===== config.mk =====
export PLATFORM = sky130hd
export DESIGN_NAME = oscsp_top
export DESIGN_NICKNAME = d
export VERILOG_FILES = /design/src/core/oscsp_pkg.sv /design/src/core/oscsp_edge_watch.sv /design/src/core/oscsp_top.sv
export SDC_FILE = /design/constraint.sdc
export NUM_CORES = 1
export LEC_CHECK = 0
export BUFFER_PORTS_ARGS = -buffer_cell sky130_fd_sc_hd__buf_2
export CORE_UTILIZATION = 49
export DETAILED_ROUTE_END_ITERATION = 7
export PLACE_DENSITY = 0.77
export SETUP_SLACK_MARGIN = 0.3
export SLEW_MARGIN = 20
export SYNTH_ARGS = -nofsm -noshare
export SYNTH_HDL_FRONTEND = slang
export SYNTH_SLANG_ARGS = --single-unit

===== constraint.sdc =====
create_clock -name pclk -period 3.2 [get_ports pclk]
set_input_delay 0.64 -clock pclk [delete_from_list [all_inputs] [get_ports pclk]]
set_output_delay 0.64 -clock pclk [all_outputs]
set_load 0.05 [all_outputs]

===== src/core/oscsp_pkg.sv =====
// Constants, modes and carriers for the oscillator supervisor and power control block
package oscsp_pkg;
   localparam int ADDR_W = 12;
   localparam logic [ADDR_W-1:0] OFS_SYSCFG = 12'h000;
   localparam logic [ADDR_W-1:0] OFS_CLKMGMT = 12'h004;
   localparam logic [ADDR_W-1:0] OFS_PGATE = 12'h008;
   localparam logic [ADDR_W-1:0] OFS_STATUS = 12'h00c;
   localparam logic [ADDR_W-1:0] OFS_IRQCLR = 12'h010;
   localparam logic [ADDR_W-1:0] OFS_IRQEN = 12'h014;
   localparam int SYS_DIS_BIT = 0;
   localparam int SYS_PRESC_BIT = 1;
   localparam int SYS_PM_LSB = 2;
   localparam int CLK_SLOW_BIT = 0;
   localparam int CLK_DIV_LSB = 1;
   localparam int CLK_PLLOFF_BIT = 6;
   localparam int CLK_RTC_BIT = 7;
   localparam int PG_GROUP_BIT = 16;
   localparam int ST_FAIL_BIT = 0;
   localparam int ST_FB_BIT = 8;
   localparam int ST_PM_LSB = 9;
   localparam int ST_PLL_BIT = 11;
   localparam int NPERIPH = 16;
   localparam logic [NPERIPH-1:0] GROUP_MASK = 16'hfff0;
   localparam logic [4:0] MISS_LIMIT = 5'h10;
   localparam logic [31:0] RST_DATA = 32'h0000_0000;
   localparam logic [NPERIPH-1:0] RST_GATE = 16'h0000;
   typedef enum logic [1:0] {PM_RUN, PM_IDLE, PM_SLEEP, PM_PWRDN} oscsp_pmode_e;
   typedef struct packed {
      logic psel;
      logic penable;
      logic pwrite;
      logic [ADDR_W-1:0] paddr;
      logic [31:0] pwdata;
   } oscsp_apb_req_s;
   typedef struct packed {
      logic osc_prev;
      logic pll_prev;
      logic [4:0] miss_cnt;
      logic missing;
      logic osc_rise;
      logic pll_rise;
   } oscsp_sup_s;
endpackage


===== src/core/oscsp_edge_watch.sv =====
// Edge watcher: counts loop clock edges between oscillator edges
`timescale 1ns/1ps
`default_nettype none
module oscsp_edge_watch
   import oscsp_pkg::*;
(
   input wire logic pclk,
   input wire logic presetn,
   input wire logic osc_clk_lvl,
   input wire logic pll_clk_lvl,
   input wire logic watch_en,
   output wire logic osc_rise,
   output wire logic pll_rise,
   output wire logic clk_missing
);
   oscsp_sup_s s_ff;
   oscsp_sup_s nxt_s;

   always_comb begin
      nxt_s = s_ff;
      nxt_s.osc_prev = osc_clk_lvl;
      nxt_s.pll_prev = pll_clk_lvl;
      nxt_s.osc_rise = osc_clk_lvl & ~s_ff.osc_prev;
      nxt_s.pll_rise = pll_clk_lvl & ~s_ff.pll_prev;
      nxt_s.missing = 1'b0;
      // Any oscillator transition proves it alive
      if (!watch_en || (osc_clk_lvl != s_ff.osc_prev)) begin
         nxt_s.miss_cnt = 5'h00;
      end else if (nxt_s.pll_rise && (s_ff.miss_cnt != MISS_LIMIT)) begin
         nxt_s.miss_cnt = s_ff.miss_cnt + 5'h01;
         // Single pulse: counter parks at the limit
         nxt_s.missing = (s_ff.miss_cnt + 5'h01) == MISS_LIMIT;
      end
   end

   always_ff @(posedge pclk or negedge presetn) begin
      if (!presetn) begin
         s_ff <= '0;
      end else begin
         s_ff <= nxt_s;
      end
   end

   assign osc_rise = s_ff.osc_rise;
   assign pll_rise = s_ff.pll_rise;
   assign clk_missing = s_ff.missing;
endmodule
`default_nettype wire


===== src/core/oscsp_top.sv =====
// Oscillator supervisor, clock fallback, power modes and peripheral gating
`timescale 1ns/1ps
`default_nettype none
module oscsp_top
   import oscsp_pkg::*;
(
   input wire logic pclk,
   input wire logic presetn,
   input wire logic psel,
   input wire logic penable,
   input wire logic pwrite,
   input wire logic [ADDR_W-1:0] paddr,
   input wire logic [31:0] pwdata,
   output wire logic [31:0] prdata,
   output wire logic pready,
   output wire logic pslverr,
   input wire logic osc_clk_lvl,
   input wire logic pll_clk_lvl,
   input wire logic rd_strobe_n,
   input wire logic ext_irq,
   output wire logic cpu_clk_tick,
   output wire logic periph_clk_tick,
   output wire logic [NPERIPH-1:0] periph_clk_en,
   output wire logic pll_run,
   output wire logic rtc_run,
   output wire logic on_fallback,
   output wire logic irq
);
   typedef struct packed {
      logic strap_done;
      logic sup_disable;
      logic presc;
      oscsp_pmode_e pmode;
      logic slow_en;
      logic [4:0] slow_div;
      logic pll_off;
      logic rtc_keep;
      logic [NPERIPH-1:0] gate;
      logic group;
      logic fail_sticky;
      logic irq_en;
      logic fallback;
      logic [6:0] divcnt;
      logic cpu_tick;
      logic per_tick;
      logic pll_run;
      logic rtc_run;
      logic irq;
      logic [NPERIPH-1:0] per_en;
      logic pready;
      logic [31:0] prdata;
      logic pslverr;
   } oscsp_top_s;

   oscsp_top_s s_ff;
   oscsp_top_s nxt_s;
   oscsp_apb_req_s req;
   logic osc_rise;
   logic pll_rise;
   logic clk_missing;
   logic watch_en;

   // Source ticks per CPU tick
   function automatic logic [6:0] div_total(input logic fb, input logic presc,
                                            input logic slow, input logic [4:0] f);
      logic [6:0] base;
      base = (slow && !fb) ? ({2'b00, f} + 7'h01) : 7'h01;
      return presc ? {base[5:0], 1'b0} : base;
   endfunction

   assign req = '{psel: psel, penable: penable, pwrite: pwrite, paddr: paddr, pwdata: pwdata};

   // Loop must run to supervise; a switched-off loop suspends watching
   assign watch_en = s_ff.strap_done && !s_ff.sup_disable && !s_ff.fallback && s_ff.pll_run;

   oscsp_edge_watch u_watch (
      .pclk(pclk),
      .presetn(presetn),
      .osc_clk_lvl(osc_clk_lvl),
      .pll_clk_lvl(pll_clk_lvl),
      .watch_en(watch_en),
      .osc_rise(osc_rise),
      .pll_rise(pll_rise),
      .clk_missing(clk_missing)
   );

   always_comb begin
      logic acc;
      logic wr;
      logic src_tick;
      logic tick;
      logic [6:0] total;
      logic [31:0] rd;
      logic mapped;
      acc = 1'b0;
      wr = 1'b0;
      src_tick = 1'b0;
      tick = 1'b0;
      total = 7'h01;
      rd = RST_DATA;
      mapped = 1'b1;
      nxt_s = s_ff;
      nxt_s.cpu_tick = 1'b0;
      nxt_s.per_tick = 1'b0;
      nxt_s.pready = 1'b0;
      nxt_s.pslverr = 1'b0;

      // Strap caught on the first edge after release, never under reset
      if (!s_ff.strap_done) begin
         nxt_s.strap_done = 1'b1;
         nxt_s.sup_disable = ~rd_strobe_n;
      end

      acc = req.psel && req.penable;
      wr = acc && s_ff.pready && req.pwrite;
      case (req.paddr)
         OFS_SYSCFG: begin
            rd[SYS_DIS_BIT] = s_ff.sup_disable;
            rd[SYS_PRESC_BIT] = s_ff.presc;
            rd[SYS_PM_LSB +: 2] = s_ff.pmode;
         end
         OFS_CLKMGMT: begin
            rd[CLK_SLOW_BIT] = s_ff.slow_en;
            rd[CLK_DIV_LSB +: 5] = s_ff.slow_div;
            rd[CLK_PLLOFF_BIT] = s_ff.pll_off;
            rd[CLK_RTC_BIT] = s_ff.rtc_keep;
         end
         OFS_PGATE: begin
            rd[NPERIPH-1:0] = s_ff.gate;
            rd[PG_GROUP_BIT] = s_ff.group;
         end
         OFS_STATUS: begin
            rd[ST_FAIL_BIT] = s_ff.fail_sticky;
            rd[ST_FB_BIT] = s_ff.fallback;
            rd[ST_PM_LSB +: 2] = s_ff.pmode;
            rd[ST_PLL_BIT] = s_ff.pll_run;
         end
         OFS_IRQCLR: rd = RST_DATA;
         OFS_IRQEN: rd[ST_FAIL_BIT] = s_ff.irq_en;
         default: mapped = 1'b0;
      endcase
      // One wait state: answer in the second access cycle
      if (acc && !s_ff.pready) begin
         nxt_s.pready = 1'b1;
         nxt_s.prdata = req.pwrite ? RST_DATA : rd;
         nxt_s.pslverr = !mapped;
      end

      if (wr) begin
         case (req.paddr)
            OFS_SYSCFG: begin
               nxt_s.sup_disable = req.pwdata[SYS_DIS_BIT];
               nxt_s.presc = req.pwdata[SYS_PRESC_BIT];
               if (req.pwdata[SYS_PM_LSB +: 2] != 2'b00) begin
                  nxt_s.pmode = oscsp_pmode_e'(req.pwdata[SYS_PM_LSB +: 2]);
               end
            end
            OFS_CLKMGMT: begin
               nxt_s.slow_en = req.pwdata[CLK_SLOW_BIT];
               nxt_s.slow_div = req.pwdata[CLK_DIV_LSB +: 5];
               nxt_s.pll_off = req.pwdata[CLK_PLLOFF_BIT];
               nxt_s.rtc_keep = req.pwdata[CLK_RTC_BIT];
            end
            OFS_PGATE: begin
               nxt_s.gate = req.pwdata[NPERIPH-1:0];
               nxt_s.group = req.pwdata[PG_GROUP_BIT];
            end
            OFS_IRQCLR: nxt_s.fail_sticky = s_ff.fail_sticky & ~req.pwdata[ST_FAIL_BIT];
            OFS_IRQEN: nxt_s.irq_en = req.pwdata[ST_FAIL_BIT];
            default: nxt_s.irq_en = s_ff.irq_en;
         endcase
      end

      // Detection is gated by watch_en, so a disabled watch sets nothing
      // A pulse that lands just as supervision is switched off is dropped
      if (clk_missing && watch_en) begin
         nxt_s.fallback = 1'b1;
         nxt_s.fail_sticky = 1'b1;
      end
      nxt_s.irq = nxt_s.fail_sticky & nxt_s.irq_en;

      // Loop idles when disabled, or when switched off in slow-down, but always runs while on fallback
      // Held off until the strap is in, so a strapped-off loop never runs for a cycle
      nxt_s.pll_run = s_ff.strap_done && (s_ff.fallback || !(s_ff.sup_disable ||
                      (s_ff.slow_en && s_ff.pll_off)));

      src_tick = s_ff.fallback ? pll_rise : osc_rise;
      total = div_total(s_ff.fallback, s_ff.presc, s_ff.slow_en, s_ff.slow_div);
      if (src_tick) begin
         if (s_ff.divcnt >= total - 7'h01) begin
            nxt_s.divcnt = 7'h00;
            tick = 1'b1;
         end else begin
            nxt_s.divcnt = s_ff.divcnt + 7'h01;
         end
      end
      nxt_s.cpu_tick = tick && (s_ff.pmode == PM_RUN);
      nxt_s.per_tick = tick && (s_ff.pmode == PM_RUN || s_ff.pmode == PM_IDLE);

      if (s_ff.pmode == PM_SLEEP || s_ff.pmode == PM_PWRDN) begin
         nxt_s.per_en = '0;
         nxt_s.rtc_run = s_ff.rtc_keep;
      end else begin
         nxt_s.per_en = ~(s_ff.gate | (s_ff.group ? GROUP_MASK : RST_GATE));
         nxt_s.rtc_run = 1'b1;
      end

      // Power down ignores wake events; only reset or a non-zero mode write to SYSCFG leaves it
      case (s_ff.pmode)
         PM_IDLE: if (ext_irq || s_ff.irq) nxt_s.pmode = PM_RUN;
         PM_SLEEP: if (ext_irq) nxt_s.pmode = PM_RUN;
         default: nxt_s.pmode = nxt_s.pmode;
      endcase
   end

   always_ff @(posedge pclk or negedge presetn) begin
      if (!presetn) begin
         s_ff <= '0;
      end else begin
         s_ff <= nxt_s;
      end
   end

   assign prdata = s_ff.prdata;
   assign pready = s_ff.pready;
   assign pslverr = s_ff.pslverr;
   assign cpu_clk_tick = s_ff.cpu_tick;
   assign periph_clk_tick = s_ff.per_tick;
   assign periph_clk_en = s_ff.per_en;
   assign pll_run = s_ff.pll_run;
   assign rtc_run = s_ff.rtc_run;
   assign on_fallback = s_ff.fallback;
   assign irq = s_ff.irq;

   fallback_stays_a: assert property (@(posedge pclk) disable iff (!presetn)
      s_ff.fallback |=> s_ff.fallback)
      else $error("fallback left without reset");
   fail_flagged_a: assert property (@(posedge pclk) disable iff (!presetn)
      $rose(s_ff.fallback) |-> s_ff.fail_sticky)
      else $error("fallback without fail flag");
   no_fail_dis_a: assert property (@(posedge pclk) disable iff (!presetn)
      (s_ff.strap_done && s_ff.sup_disable && !s_ff.fallback) |=> !s_ff.fallback)
      else $error("fallback while supervision disabled");
   pll_idle_a: assert property (@(posedge pclk) disable iff (!presetn)
      (s_ff.sup_disable && !s_ff.fallback) |=> !s_ff.pll_run)
      else $error("loop running while disabled");
   pll_off_a: assert property (@(posedge pclk) disable iff (!presetn)
      (s_ff.slow_en && s_ff.pll_off && !s_ff.fallback) |=> !s_ff.pll_run)
      else $error("loop running while switched off");
   idle_cpu_a: assert property (@(posedge pclk) disable iff (!presetn)
      (s_ff.pmode != PM_RUN) |=> !s_ff.cpu_tick)
      else $error("cpu tick outside run mode");
   sleep_stop_a: assert property (@(posedge pclk) disable iff (!presetn)
      (s_ff.pmode == PM_SLEEP || s_ff.pmode == PM_PWRDN) |=> (!s_ff.per_tick && s_ff.per_en == '0))
      else $error("clocks running in sleep");
   strap_load_a: assert property (@(posedge pclk) disable iff (!presetn)
      $rose(s_ff.strap_done) |-> (s_ff.sup_disable == !$past(rd_strobe_n)))
      else $error("disable bit not loaded from strobe");
   group_gate_a: assert property (@(posedge pclk) disable iff (!presetn)
      (s_ff.group && s_ff.pmode == PM_RUN) |=> ((s_ff.per_en & GROUP_MASK) == '0))
      else $error("group gate not applied");
   div_bound_a: assert property (@(posedge pclk) disable iff (!presetn)
      (s_ff.fallback ? pll_rise : osc_rise) |=>
      ($changed({s_ff.fallback, s_ff.presc, s_ff.slow_en, s_ff.slow_div}) ||
      (s_ff.divcnt < div_total(s_ff.fallback, s_ff.presc, s_ff.slow_en, s_ff.slow_div))))
      else $error("divider count out of range");
endmodule
`default_nettype wire


==> flow_metrics.env, run 1 <==
export IMPL_grt_pass1_vias=3301
export IMPL_routedWlPerCell_um=14.8
export IMPL_max_clock_freq_mhz=343
export IMPL_num_vias=3230
export IMPL_drt_vias_per_instance=5.18
export IMPL_area_delta_synth_final_pct=13.3
export IMPL_maxSlewHeadroom=0.416
export IMPL_hold_violations=0
export IMPL_dr_pass1_iters=4
export IMPL_track_usage=0.204
export IMPL_maxCapViolCount=0
export IMPL_grt_setup_unrepaired="yes"
export IMPL_intPower_mw=1.62
export IMPL_synth_xor_area_share=0.0282
export IMPL_switchingPower_mw=0.523
export IMPL_path_buf_inv=1
export IMPL_cp_arrival_ps=3160
export IMPL_antennaDiodeCount=0
export IMPL_synthTopCellsByCount="90 x dfrtp_1, 48 x buf_4, 46 x nand2_1"
export IMPL_grt_pass1_wl_mm=15.7
export IMPL_synth_seq_cells=90
export IMPL_status="finished clean"
export IMPL_seqPwrFrac=0.536
export IMPL_crit_required_ps=3450
export IMPL_gr_total_overflow=0
export IMPL_finalClockSkew_ps=4.31
export IMPL_dieWidth_um=99.5
export IMPL_dp_cells=602
export IMPL_synthFlopType="dfrtp_1"
export IMPL_drc_errors=0
export IMPL_dp_hpwl_mm=6.69
export IMPL_pin_count=109
export IMPL_cts_sinks=90
export IMPL_drive_gt1_frac=0.330
export IMPL_synth_top_family_by_area="simple AND/OR/NAND/NOR gates"
export IMPL_synthCells=432
export IMPL_slowest_delay_ps=450
export IMPL_crit_path_start_kind="flip-flop"
export IMPL_async_flop_share=1.00
export IMPL_r2r_start="s_ff[85]"
export IMPL_synth_most_common_cell="dfrtp_1"
export IMPL_worstPathMaxFanout=5
export IMPL_dpl_instance_area_um2=4950
export IMPL_htree_levels=3
export IMPL_syn_avg_cell_area_um2=10.8
export IMPL_min_path_type="primary input to async pin"
export IMPL_setup_violations=0
export IMPL_drt_iter0_drc=141
export IMPL_postLayoutCellArea_um2=5270
export IMPL_synth_edff_count=0
export IMPL_synthAdderAreaFrac=0.0484
export IMPL_power_density_nw_per_um2=407
export IMPL_worstMarginPinSlew_ps=876
export IMPL_startpoint="s_ff[85]"
export IMPL_core_area_um2=9240
export IMPL_numPortBuffers=78
export IMPL_root_buffer="clkbuf_8"
export IMPL_period_minus_slack_ps=2910
export IMPL_cts_tree="done"
export IMPL_yosysWarnings=0
export IMPL_yosysSeqAreaShare=0.484
export IMPL_power_frac_clock=0.393
export IMPL_wirelength_mm=9.23
export IMPL_ys_top_cells_by_area="dfrtp_1 48%, buf_4 7.7%, ha_1 4.8%, mux2_2 4.4%, nand2_1 3.7%"
export IMPL_finalPower_mw=2.14
export IMPL_grt_max_degree=73
export IMPL_cellLeakagePower_nw=2.48
export IMPL_crit_top_cell="ha_4"
export IMPL_yosysTopAreaCell="dfrtp_1"
export IMPL_synth_top_area_share=0.484
export IMPL_clockBufferDepth=2
export IMPL_path_cells="ha_4, inv_2, nor2_1, a22oi_1, ha_2, and3b_1, or3_1, and3_4, ha_4, nand4_1, o311a_4, a21oi_2, mux2i_1"
export IMPL_drt_antenna_violating_nets=0
export IMPL_cts_buffers=9
export IMPL_synth_mux_area_frac=0.0978
export IMPL_final_cells=623
export IMPL_post_route_period_util=0.910
export IMPL_finalMaxSlewViolations=0
export IMPL_synth_compound_area_frac=0.0790
export IMPL_tns_ps=0
export IMPL_ctsHoldBuffers=0
export IMPL_crit_family="simple AND/OR/NAND/NOR gates"
export IMPL_gp_congestion=0.754
export IMPL_syn_area_um2=4650
export IMPL_crit_type="flip-flop to flip-flop"
export IMPL_synthSimpleGateAreaFrac=0.158
export IMPL_clk_latency_ps=360
export IMPL_slowest_stage="dfrtp_2"
export IMPL_nNetsFinal=561
export IMPL_vdd_drop_max_mv=0.257
export IMPL_critPathCaptureType="flip-flop"
export IMPL_num_fill_cells=796
export IMPL_die_h_um=99.5
export IMPL_synth_distinct_cells=53
export IMPL_combPwrFrac=0.071
export IMPL_start_util=0.504
export IMPL_num_rows=35
export IMPL_p_sw_frac=0.244
export IMPL_clk_pin_slew_worst_paths_ps=90
export IMPL_dieArea_um2=9890
export IMPL_grt_antenna_before_repair=0
layout make-up:
| class | instances | area, um2 | area share |
|---|---|---|---|
| timing repair buffer | 94 | 513 | 0.0973 |
| inverter | 13 | 48.8 | 0.00925 |
| tap | 129 | 161 | 0.0306 |
| clock inverter | 6 | 91.3 | 0.0173 |
| sequential | 90 | 2260 | 0.428 |
| clock buffer | 9 | 124 | 0.0235 |
| multi-input combinational | 282 | 2080 | 0.394 |
power groups by stage:
| stage | sequential, mW | clock (mW) | combinational (mW) |
|---|---|---|---|
| 6_report | 1.15 | 0.843 | 0.152 |
| 3_3_place_gp | 1.17 | 0 | 0.149 |
| 2_1_floorplan | 1.18 | 0 | 0.0881 |
| 5_1_grt | 1.15 | 0.909 | 0.167 |
| 4_1_cts | 1.15 | 0.859 | 0.153 |
| 3_5_place_dp | 1.17 | 0 | 0.151 |
cells by family (layout without fill, tap and decap cells):
kind of cell / Yosys count / after routing
muxes: 37 / 37
and+or+nand+nor: 142 / 142
adders and majority gates: 18 / 18
DFF: 90 / 90
AOI/OAI and AO/OA: 54 / 54
buffers and inverters: 74 / 122
other: 2 / 16
xor gates and xnor gates: 15 / 15
metal layers:
| layer | wire length (um) | global-route usage | share of wire |
|---|---|---|---|
| met4 | 165 | 0.0611 | 0.018 |
| met5 | 0 | 0 | 0 |
| met3 | 469 | 0.0576 | 0.051 |
| met1 | 4070 | 0.258 | 0.44 |
| met2 | 4520 | 0.340 | 0.49 |
through the flow:
stage               setup slack [ps]  hold slack [ps]  utilization
floorplan                        294              344            -
global placement                 102              431        0.536
detailed placement              68.4              433        0.536
CTS                              282              385        0.569
global route                     140              375        0.571
finish                           287              383        0.571
timing repair:
item                                   in CTS  in global routing
resized for setup                           8                  4
endpoints found under the hold margin       0                  0
pin swaps                                  10                  3
setup buffers                               5                  1
setup endpoints to repair                   9                  9
gates cloned                                0                  0
state kept, by name, summed over array words and instances (netlist names):
register	cells
cpu_clk_tick	1
pslverr	1
u_watch.osc_rise	1
periph_clk_tick	1
rtc_run	1
u_watch.clk_missing	1
prdata	17
u_watch.s_ff	7
s_ff	39
periph_clk_en	16
u_watch.pll_rise	1
pll_run	1
on_fallback	1
pready	1
irq	1
final timing paths:
| kind | to | slack (ps) | depth (start not counted) |
|---|---|---|---|
| worst max-delay path | s_ff[57] | 290 | 13 |
| worst min-delay path | periph_clk_en[12] | 380 | 1 |
| worst max register to register | s_ff[57] | 290 | 13 |
| worst min register to register | periph_clk_en[2] | 450 | 1 |
| max in group asynchronous | u_watch.s_ff[5] | 2090 | 2 |
| min in group pclk | u_watch.s_ff[8] | 400 | 1 |
cell usage in the layout (no fill, tap or decap), drive strengths merged, types with 11 or more instances in the layout:
master	synthesis	routed
mux2	28	28
a21oi	13	13
conb	2	16
nand2	46	46
dfrtp	90	90
nor2	37	37
ha	18	18
inv	13	14
buf	51	94
nand3	11	11
worst register-to-register path, cell delays in order (launching register included):
cell and delay [ps]:
dfrtp_2 450, ha_4 300, inv_2 40, nor2_1 80, a22oi_1 80, ha_2 220
and3b_1 190, or3_1 300, and3_4 160, ha_4 260, nand4_1 100, o311a_4 370
a21oi_2 160, mux2i_1 90
No activity file was read; power rests on OpenSTA's default activity.
==> run 2: changes to the inputs <==
--- a/config.mk
+++ b/config.mk
@@ -13,4 +13,5 @@
 export SLEW_MARGIN = 20
 export SYNTH_ARGS = -nofsm -noshare
 export SYNTH_HDL_FRONTEND = slang
+export SYNTH_HIERARCHICAL = 1
 export SYNTH_SLANG_ARGS = --single-unit
==> run 2 against run 1 <==
  * Routed wire length increased by 3.5%
  * Synthesized cell count is 1.9% lower
  * Critical path type unchanged
  * Register-to-register slack worse by 260 ps
  * Sequential share of layout area grew 0.33 points
==> flow_metrics.env, run 2 <==
export IMPL_hold_violations=0
export IMPL_min_path_type="primary input to async pin"
export IMPL_cellLeakagePower_nw=2.49
export IMPL_max_clock_freq_mhz=316
export IMPL_crit_required_ps=3470
export IMPL_dp_hpwl_mm=7.07
export IMPL_grt_setup_unrepaired="yes"
export IMPL_dp_cells=579
export IMPL_wirelength_mm=9.55
export IMPL_synthTopCellsByCount="90 x dfrtp_1, 49 x buf_4, 41 x nor2_1"
export IMPL_ys_top_cells_by_area="dfrtp_1 48%, buf_4 7.9%, ha_1 4.8%, mux2_2 4.1%, nor2_1 3.3%"
export IMPL_synth_seq_cells=90
export IMPL_synthCells=424
export IMPL_layout_commonest_cell="dfrtp_1"
export IMPL_worstPathMaxFanout=6
export IMPL_dieWidth_um=99.4
export IMPL_clk_pin_slew_worst_paths_ps=100
export IMPL_critPathCaptureType="flip-flop"
export IMPL_crit_family="compound AO/OA/AOI/OAI gates"
export IMPL_cp_arrival_ps=3440
export IMPL_status="finished clean"
export IMPL_synthFlopType="dfrtp_1"
export IMPL_final_cells=600
export IMPL_post_route_period_util=0.990
export IMPL_syn_area_um2=4650
export IMPL_area_delta_synth_final_pct=12.5
export IMPL_largest_reg_flops=39
export IMPL_finalCoreUtilization=0.568
export IMPL_synth_distinct_cells=55
export IMPL_pin_count=109
export IMPL_num_rows=35
export IMPL_root_buffer="clkbuf_8"
export IMPL_maxCapViolCount=0
export IMPL_switchingPower_mw=1.09
export IMPL_core_area_um2=9200
export IMPL_setup_violations=0
export IMPL_maxSlewHeadroom=0.467
export IMPL_power_density_nw_per_um2=554
export IMPL_finalMaxSlewViolations=0
export IMPL_track_usage=0.207
export IMPL_finalClockSkew_ps=9.71
export IMPL_dr_pass1_iters=4
export IMPL_synth_top_area_share=0.485
export IMPL_die_h_um=99.4
export IMPL_routedWlPerCell_um=15.9
export IMPL_regMostFlops="s_ff"
export IMPL_crit_path_start_kind="flip-flop"
export IMPL_intPower_mw=1.81
export IMPL_slowest_stage="dfrtp_1"
export IMPL_cts_sinks=90
export IMPL_cts_tree="done"
export IMPL_grt_antenna_before_repair=1
export IMPL_drt_iter0_drc=128
export IMPL_clockBufferDepth=2
export IMPL_synth_edff_count=0
export IMPL_p_sw_frac=0.376
export IMPL_gp_congestion=0.862
export IMPL_worst_path_stages=14
export IMPL_drc_errors=0
export IMPL_grt_pass1_wl_mm=15.8
export IMPL_grt_pass1_vias=3139
export IMPL_synth_most_common_cell="dfrtp_1"
export IMPL_path_cells="ha_4, a31oi_4, ha_4, and3b_1, a22o_1, a41o_1, xnor2_2, ha_1, a21o_1, a21o_1, a221oi_4, buf_4, nor2_4, and2_4"
export IMPL_power_frac_clock=0.274
export IMPL_yosysSeqAreaShare=0.485
export IMPL_yosysWarnings=6
export IMPL_clk_latency_ps=370
export IMPL_start_util=0.505
export IMPL_drt_vias_per_instance=5.32
export IMPL_path_buf_inv=1
export IMPL_grt_max_degree=53
export IMPL_htree_levels=3
export IMPL_seqPwrFrac=0.450
export IMPL_numPortBuffers=78
export IMPL_slowest_delay_ps=430
export IMPL_worstMarginPinSlew_ps=797
export IMPL_drt_antenna_violating_nets=0
export IMPL_num_vias=3193
export IMPL_cts_buffers=9
export IMPL_reg2regPathDepth=14
export IMPL_nNetsFinal=554
export IMPL_drive_gt1_frac=0.326
export IMPL_combPwrFrac=0.276
export IMPL_layout_common_cells="89 x dfrtp_1, 77 x buf_2, 39 x nor2_1, 27 x nand2_1, 17 x mux2_2"
export IMPL_crit_type="flip-flop to flip-flop"
export IMPL_yosysTopAreaCell="dfrtp_1"
export IMPL_syn_avg_cell_area_um2=11.0
export IMPL_vdd_drop_max_mv=0.258
export IMPL_gr_total_overflow=0
export IMPL_period_minus_slack_ps=3170
export IMPL_dieArea_um2=9880
export IMPL_async_flop_share=1.00
==> run 2: changes by cell type after synthesis, moves of 5 or more <==
cell	before	now
a221o_1	0	8
a22oi_1	9	0
and2_1	3	8
nand2_1	46	27
nand3_1	11	6
nor3_1	3	9
==> run 2: logic make-up after synthesis <==
group | Yosys count | share of synthesized area
and+or+nand+nor | 130 | 0.148
DFF | 90 | 0.485
xor gates and xnor gates | 15 | 0.0283
other | 2 | 0.00162
muxes | 35 | 0.0926
AOI/OAI and AO/OA | 60 | 0.0934
buffers and inverters | 74 | 0.103
adders and majority gates | 18 | 0.0485
==> run 2: layout make-up <==
| cell class | instances | area [um2] |
|---|---|---|
| Fill cell | 782 | 3970 |
| Sequential cell | 90 | 2250 |
| Multi-Input combinational cell | 274 | 2070 |
| Timing Repair Buffer | 93 | 509 |
| Tap cell | 111 | 139 |
| Clock buffer | 9 | 124 |
| Clock inverter | 7 | 76.3 |
| Inverter | 15 | 56.3 |
| Antenna cell | 1 | 2.50 |
==> run 2: per-layer routing <==
| layer | wire length [um] | vias to the layer above | track usage |
|---|---|---|---|
| met5 | 0 | - | 0 |
| met1 | 4320 | 1558 | 0.269 |
| met4 | 231 | 0 | 0.0803 |
| met2 | 4530 | 102 | 0.334 |
| met3 | 465 | 18 | 0.0513 |
| li1 | - | 1515 | - |
==> run 2: power groups by stage <==
stage / Sequential, mW / Combinational, mW / Clock [mW]
floorplan: 1.36 / 0.568 / 0
global placement: 1.32 / 0.721 / 0
detailed placement: 1.33 / 0.745 / 0
CTS: 1.31 / 0.772 / 0.819
global route: 1.32 / 0.859 / 0.861
finish: 1.30 / 0.800 / 0.793
==> run 2: path summary, 6_finish.rpt <==
check | from | slack [ps] | end
max | s_ff[84] | 30 | cpu_clk_tick
min | presetn | 280 | periph_clk_en[3]
max reg2reg | s_ff[84] | 30 | cpu_clk_tick
min reg2reg | s_ff[79] | 460 | periph_clk_en[13]
max in group asynchronous | presetn | 2160 | u_watch/s_ff[8]
min in group pclk | osc_clk_lvl | 390 | u_watch/s_ff[9]
==> run 2: metrics by stage <==
step	hold WS (ps)	area [um2]	worst slack [ps]	total power [mW]	setup TNS, ps
after floorplan	344	4740	187	1.93	0
after global placement	425	4930	177	2.05	0
after detailed placement	445	4930	31.1	2.07	0
after CTS	302	5150	42.1	2.90	0
after global routing	338	5220	-109	3.04	-357
final	284	5230	31.4	2.90	0
==> run 2: what timing repair did <==
item / in CTS / in global routing
gates resized for setup: 2 / 11
cloned: 0 / 0
setup endpoints to repair: 9 / 9
pin swaps: 5 / 3
setup buffers: 2 / 2
hold buffers: 0 / 0
==> run 3: changes to the inputs <==
--- a/config.mk
+++ b/config.mk
@@ -6,9 +6,10 @@
 export NUM_CORES = 1
 export LEC_CHECK = 0
 export BUFFER_PORTS_ARGS = -buffer_cell sky130_fd_sc_hd__buf_2
-export CORE_UTILIZATION = 49
+export CORE_UTILIZATION = 50
+export CTS_BUF_LIST = sky130_fd_sc_hd__clkbuf_2
 export DETAILED_ROUTE_END_ITERATION = 7
-export PLACE_DENSITY = 0.77
+export PLACE_DENSITY = 0.78
 export SETUP_SLACK_MARGIN = 0.3
 export SLEW_MARGIN = 20
 export SYNTH_ARGS = -nofsm -noshare
==> run 3 against run 2 <==
  * The run now ends with design-rule violations left
  * Count of clock-buffer cells in the layout increased by 1
  * Combinational power decreased by 3.9%
  * Utilization increased by 1.7 points
  * Critical path depth decreased by 1
  * Die area decreased by 2.0%
  * Register-to-register slack about the same
  * Non-clock buffer count unchanged
  * Setup slack improved by 8.2 ps
  * Critical path type unchanged
==> flow_metrics.env, run 3 (same netlist as run 2, synthesis figures left out) <==
export IMPL_drt_vias_per_instance=5.42
export IMPL_combPwrFrac=0.280
export IMPL_grt_pass1_vias=3236
export IMPL_crit_required_ps=3690
export IMPL_power_density_nw_per_um2=531
export IMPL_routedWlPerCell_um=15.7
export IMPL_start_util=0.525
export IMPL_gr_total_overflow=0
export IMPL_p_sw_frac=0.368
export IMPL_dr_pass1_iters=7
export IMPL_post_route_period_util=0.988
export IMPL_dieArea_um2=9680
export IMPL_dp_slack_ps=37.8
export IMPL_clockBufferDepth=2
export IMPL_worstPathMaxFanout=6
export IMPL_clk_latency_ps=560
export IMPL_regMostFlops="s_ff"
export IMPL_layout_common_cells="89 x dfrtp_1, 77 x buf_2, 40 x nor2_1, 26 x nand2_1, 17 x mux2_2"
export IMPL_violations="design-rule violations"
export IMPL_antennaDiodeCount=0
export IMPL_drc_errors=10
export IMPL_clk_pin_slew_worst_paths_ps=240
export IMPL_intPower_mw=1.74
export IMPL_cp_arrival_ps=3650
export IMPL_crit_path_start_kind="flip-flop"
export IMPL_root_buffer="clkbuf_2"
export IMPL_critPathCaptureType="flip-flop"
export IMPL_num_vias=3230
export IMPL_drt_antenna_violating_nets=0
export IMPL_die_h_um=98.4
export IMPL_track_usage=0.205
export IMPL_cts_buffers=9
export IMPL_gp_congestion=0.828
export IMPL_core_area_um2=8850
export IMPL_period_minus_slack_ps=3160
export IMPL_finalPower_mw=2.75
export IMPL_drt_iter0_drc=180
export IMPL_finalClockSkew_ps=10.2
export IMPL_hold_violations=0
export IMPL_grt_antenna_before_repair=0
export IMPL_largest_reg_flops=39
export IMPL_grt_setup_unrepaired="yes"
export IMPL_finalMaxSlewViolations=0
export IMPL_maxSlewHeadroom=0.427
export IMPL_vdd_drop_max_mv=0.327
export IMPL_power_frac_clock=0.244
export IMPL_num_fill_cells=724
export IMPL_drive_gt1_frac=0.326
export IMPL_num_rows=34
export IMPL_status="finished, violations left"
export IMPL_min_path_type="primary input to async pin"
export IMPL_nNetsFinal=554
export IMPL_seqPwrFrac=0.476
export IMPL_dieWidth_um=98.4
export IMPL_cts_sinks=90
export IMPL_crit_type="flip-flop to flip-flop"
export IMPL_holdWs_ps=34.7
export IMPL_max_clock_freq_mhz=316
export IMPL_wirelength_mm=9.34
export IMPL_pin_count=109
export IMPL_final_cells=596
export IMPL_dp_cells=572
export IMPL_cellLeakagePower_nw=2.47
export IMPL_grt_max_degree=48
export IMPL_dp_hpwl_mm=6.69
export IMPL_area_delta_synth_final_pct=11.4
export IMPL_setup_violations=0
export IMPL_cts_tree="done"
export IMPL_setup_ws_ps=39.6
export IMPL_maxCapViolCount=0
export IMPL_htree_levels=3
export IMPL_worstMarginPinSlew_ps=836
export IMPL_numPortBuffers=78
export IMPL_grt_pass1_wl_mm=15.5
export IMPL_switchingPower_mw=1.01
export IMPL_layout_commonest_cell="dfrtp_1"
==> run 3: changes by cell type in the layout (fill, tap and decap cells not counted), moves of 2 or more <==
cell        previous run  this run
clkbuf_2               0        10
inv_8                  3         1
clkinvlp_4             0         2
bufinv_16              0         2
clkbuf_8               9         0
==> run 3: layer usage <==
metal | routed length, um | part of all wire | up-vias | track usage
met5 | 0 | 0 | - | 0
met2 | 4690 | 0.50 | 90 | 0.352
met3 | 492 | 0.053 | 11 | 0.0501
li1 | - | - | 1515 | -
met1 | 4030 | 0.43 | 1614 | 0.257
met4 | 121 | 0.013 | 0 | 0.0631
==> run 3: what timing repair did <==
| action | CTS | global route |
|---|---|---|
| endpoints found under the hold margin | 0 | 0 |
| hold buffers | 0 | 0 |
| buffers inserted | 4 | 4 |
| pin swaps | 6 | 10 |
| setup endpoints to repair | 9 | 9 |
| gates resized for setup | 2 | 10 |
==> run 3: path summary, 6_finish.rpt <==
kind,startpoint,to,slack (ps),depth (start not counted)
max,s_ff[84],cpu_clk_tick,40,13
min,presetn,periph_clk_en[12],30,1
max reg2reg,s_ff[84],cpu_clk_tick,40,13
min reg2reg,s_ff[69],periph_clk_en[3],460,1
max in group asynchronous,presetn,on_fallback,2530,2
min in group pclk,pll_clk_lvl,u_watch/s_ff[8],180,1
==> run 3: per-stage QoR <==
stage	util	TNS [ps]	cell area, um2
after global placement	0.555	0	4910
after detailed placement	0.555	0	4910
after global routing	0.585	-206	5170
after CTS	0.576	0	5090
final	0.585	0	5170
after floorplan	-	0	4740
==> run 3: critical path: stages, from the launching register on <==
cell	delay, ps
dfrtp_1	460
ha_4	310
a31oi_4	90
ha_4	170
and3b_1	160
a22o_1	180
a41o_1	230
xnor2_1	140
ha_1	310
a21o_1	160
a21o_1	180
a221oi_4	420
nor2_4	100
and2_4	190
==> run 3: power by group through the flow <==
stage | sequential (mW) | combinational, mW | clock (mW)
6_report | 1.31 | 0.769 | 0.672
5_1_grt | 1.32 | 0.831 | 0.737
4_1_cts | 1.31 | 0.764 | 0.688
3_5_place_dp | 1.33 | 0.734 | 0
3_3_place_gp | 1.33 | 0.713 | 0
2_1_floorplan | 1.36 | 0.568 | 0
==> run 3: cell type report <==
type / count / area [um2] / area share
Tap cell: 108 / 135 / 0.0261
Multi-Input combinational cell: 274 / 2060 / 0.398
Sequential cell: 90 / 2250 / 0.435
Timing Repair Buffer: 93 / 518 / 0.100
Clock buffer: 10 / 50.0 / 0.00967
Clock inverter: 6 / 96.3 / 0.0186
Inverter: 15 / 60.1 / 0.0116
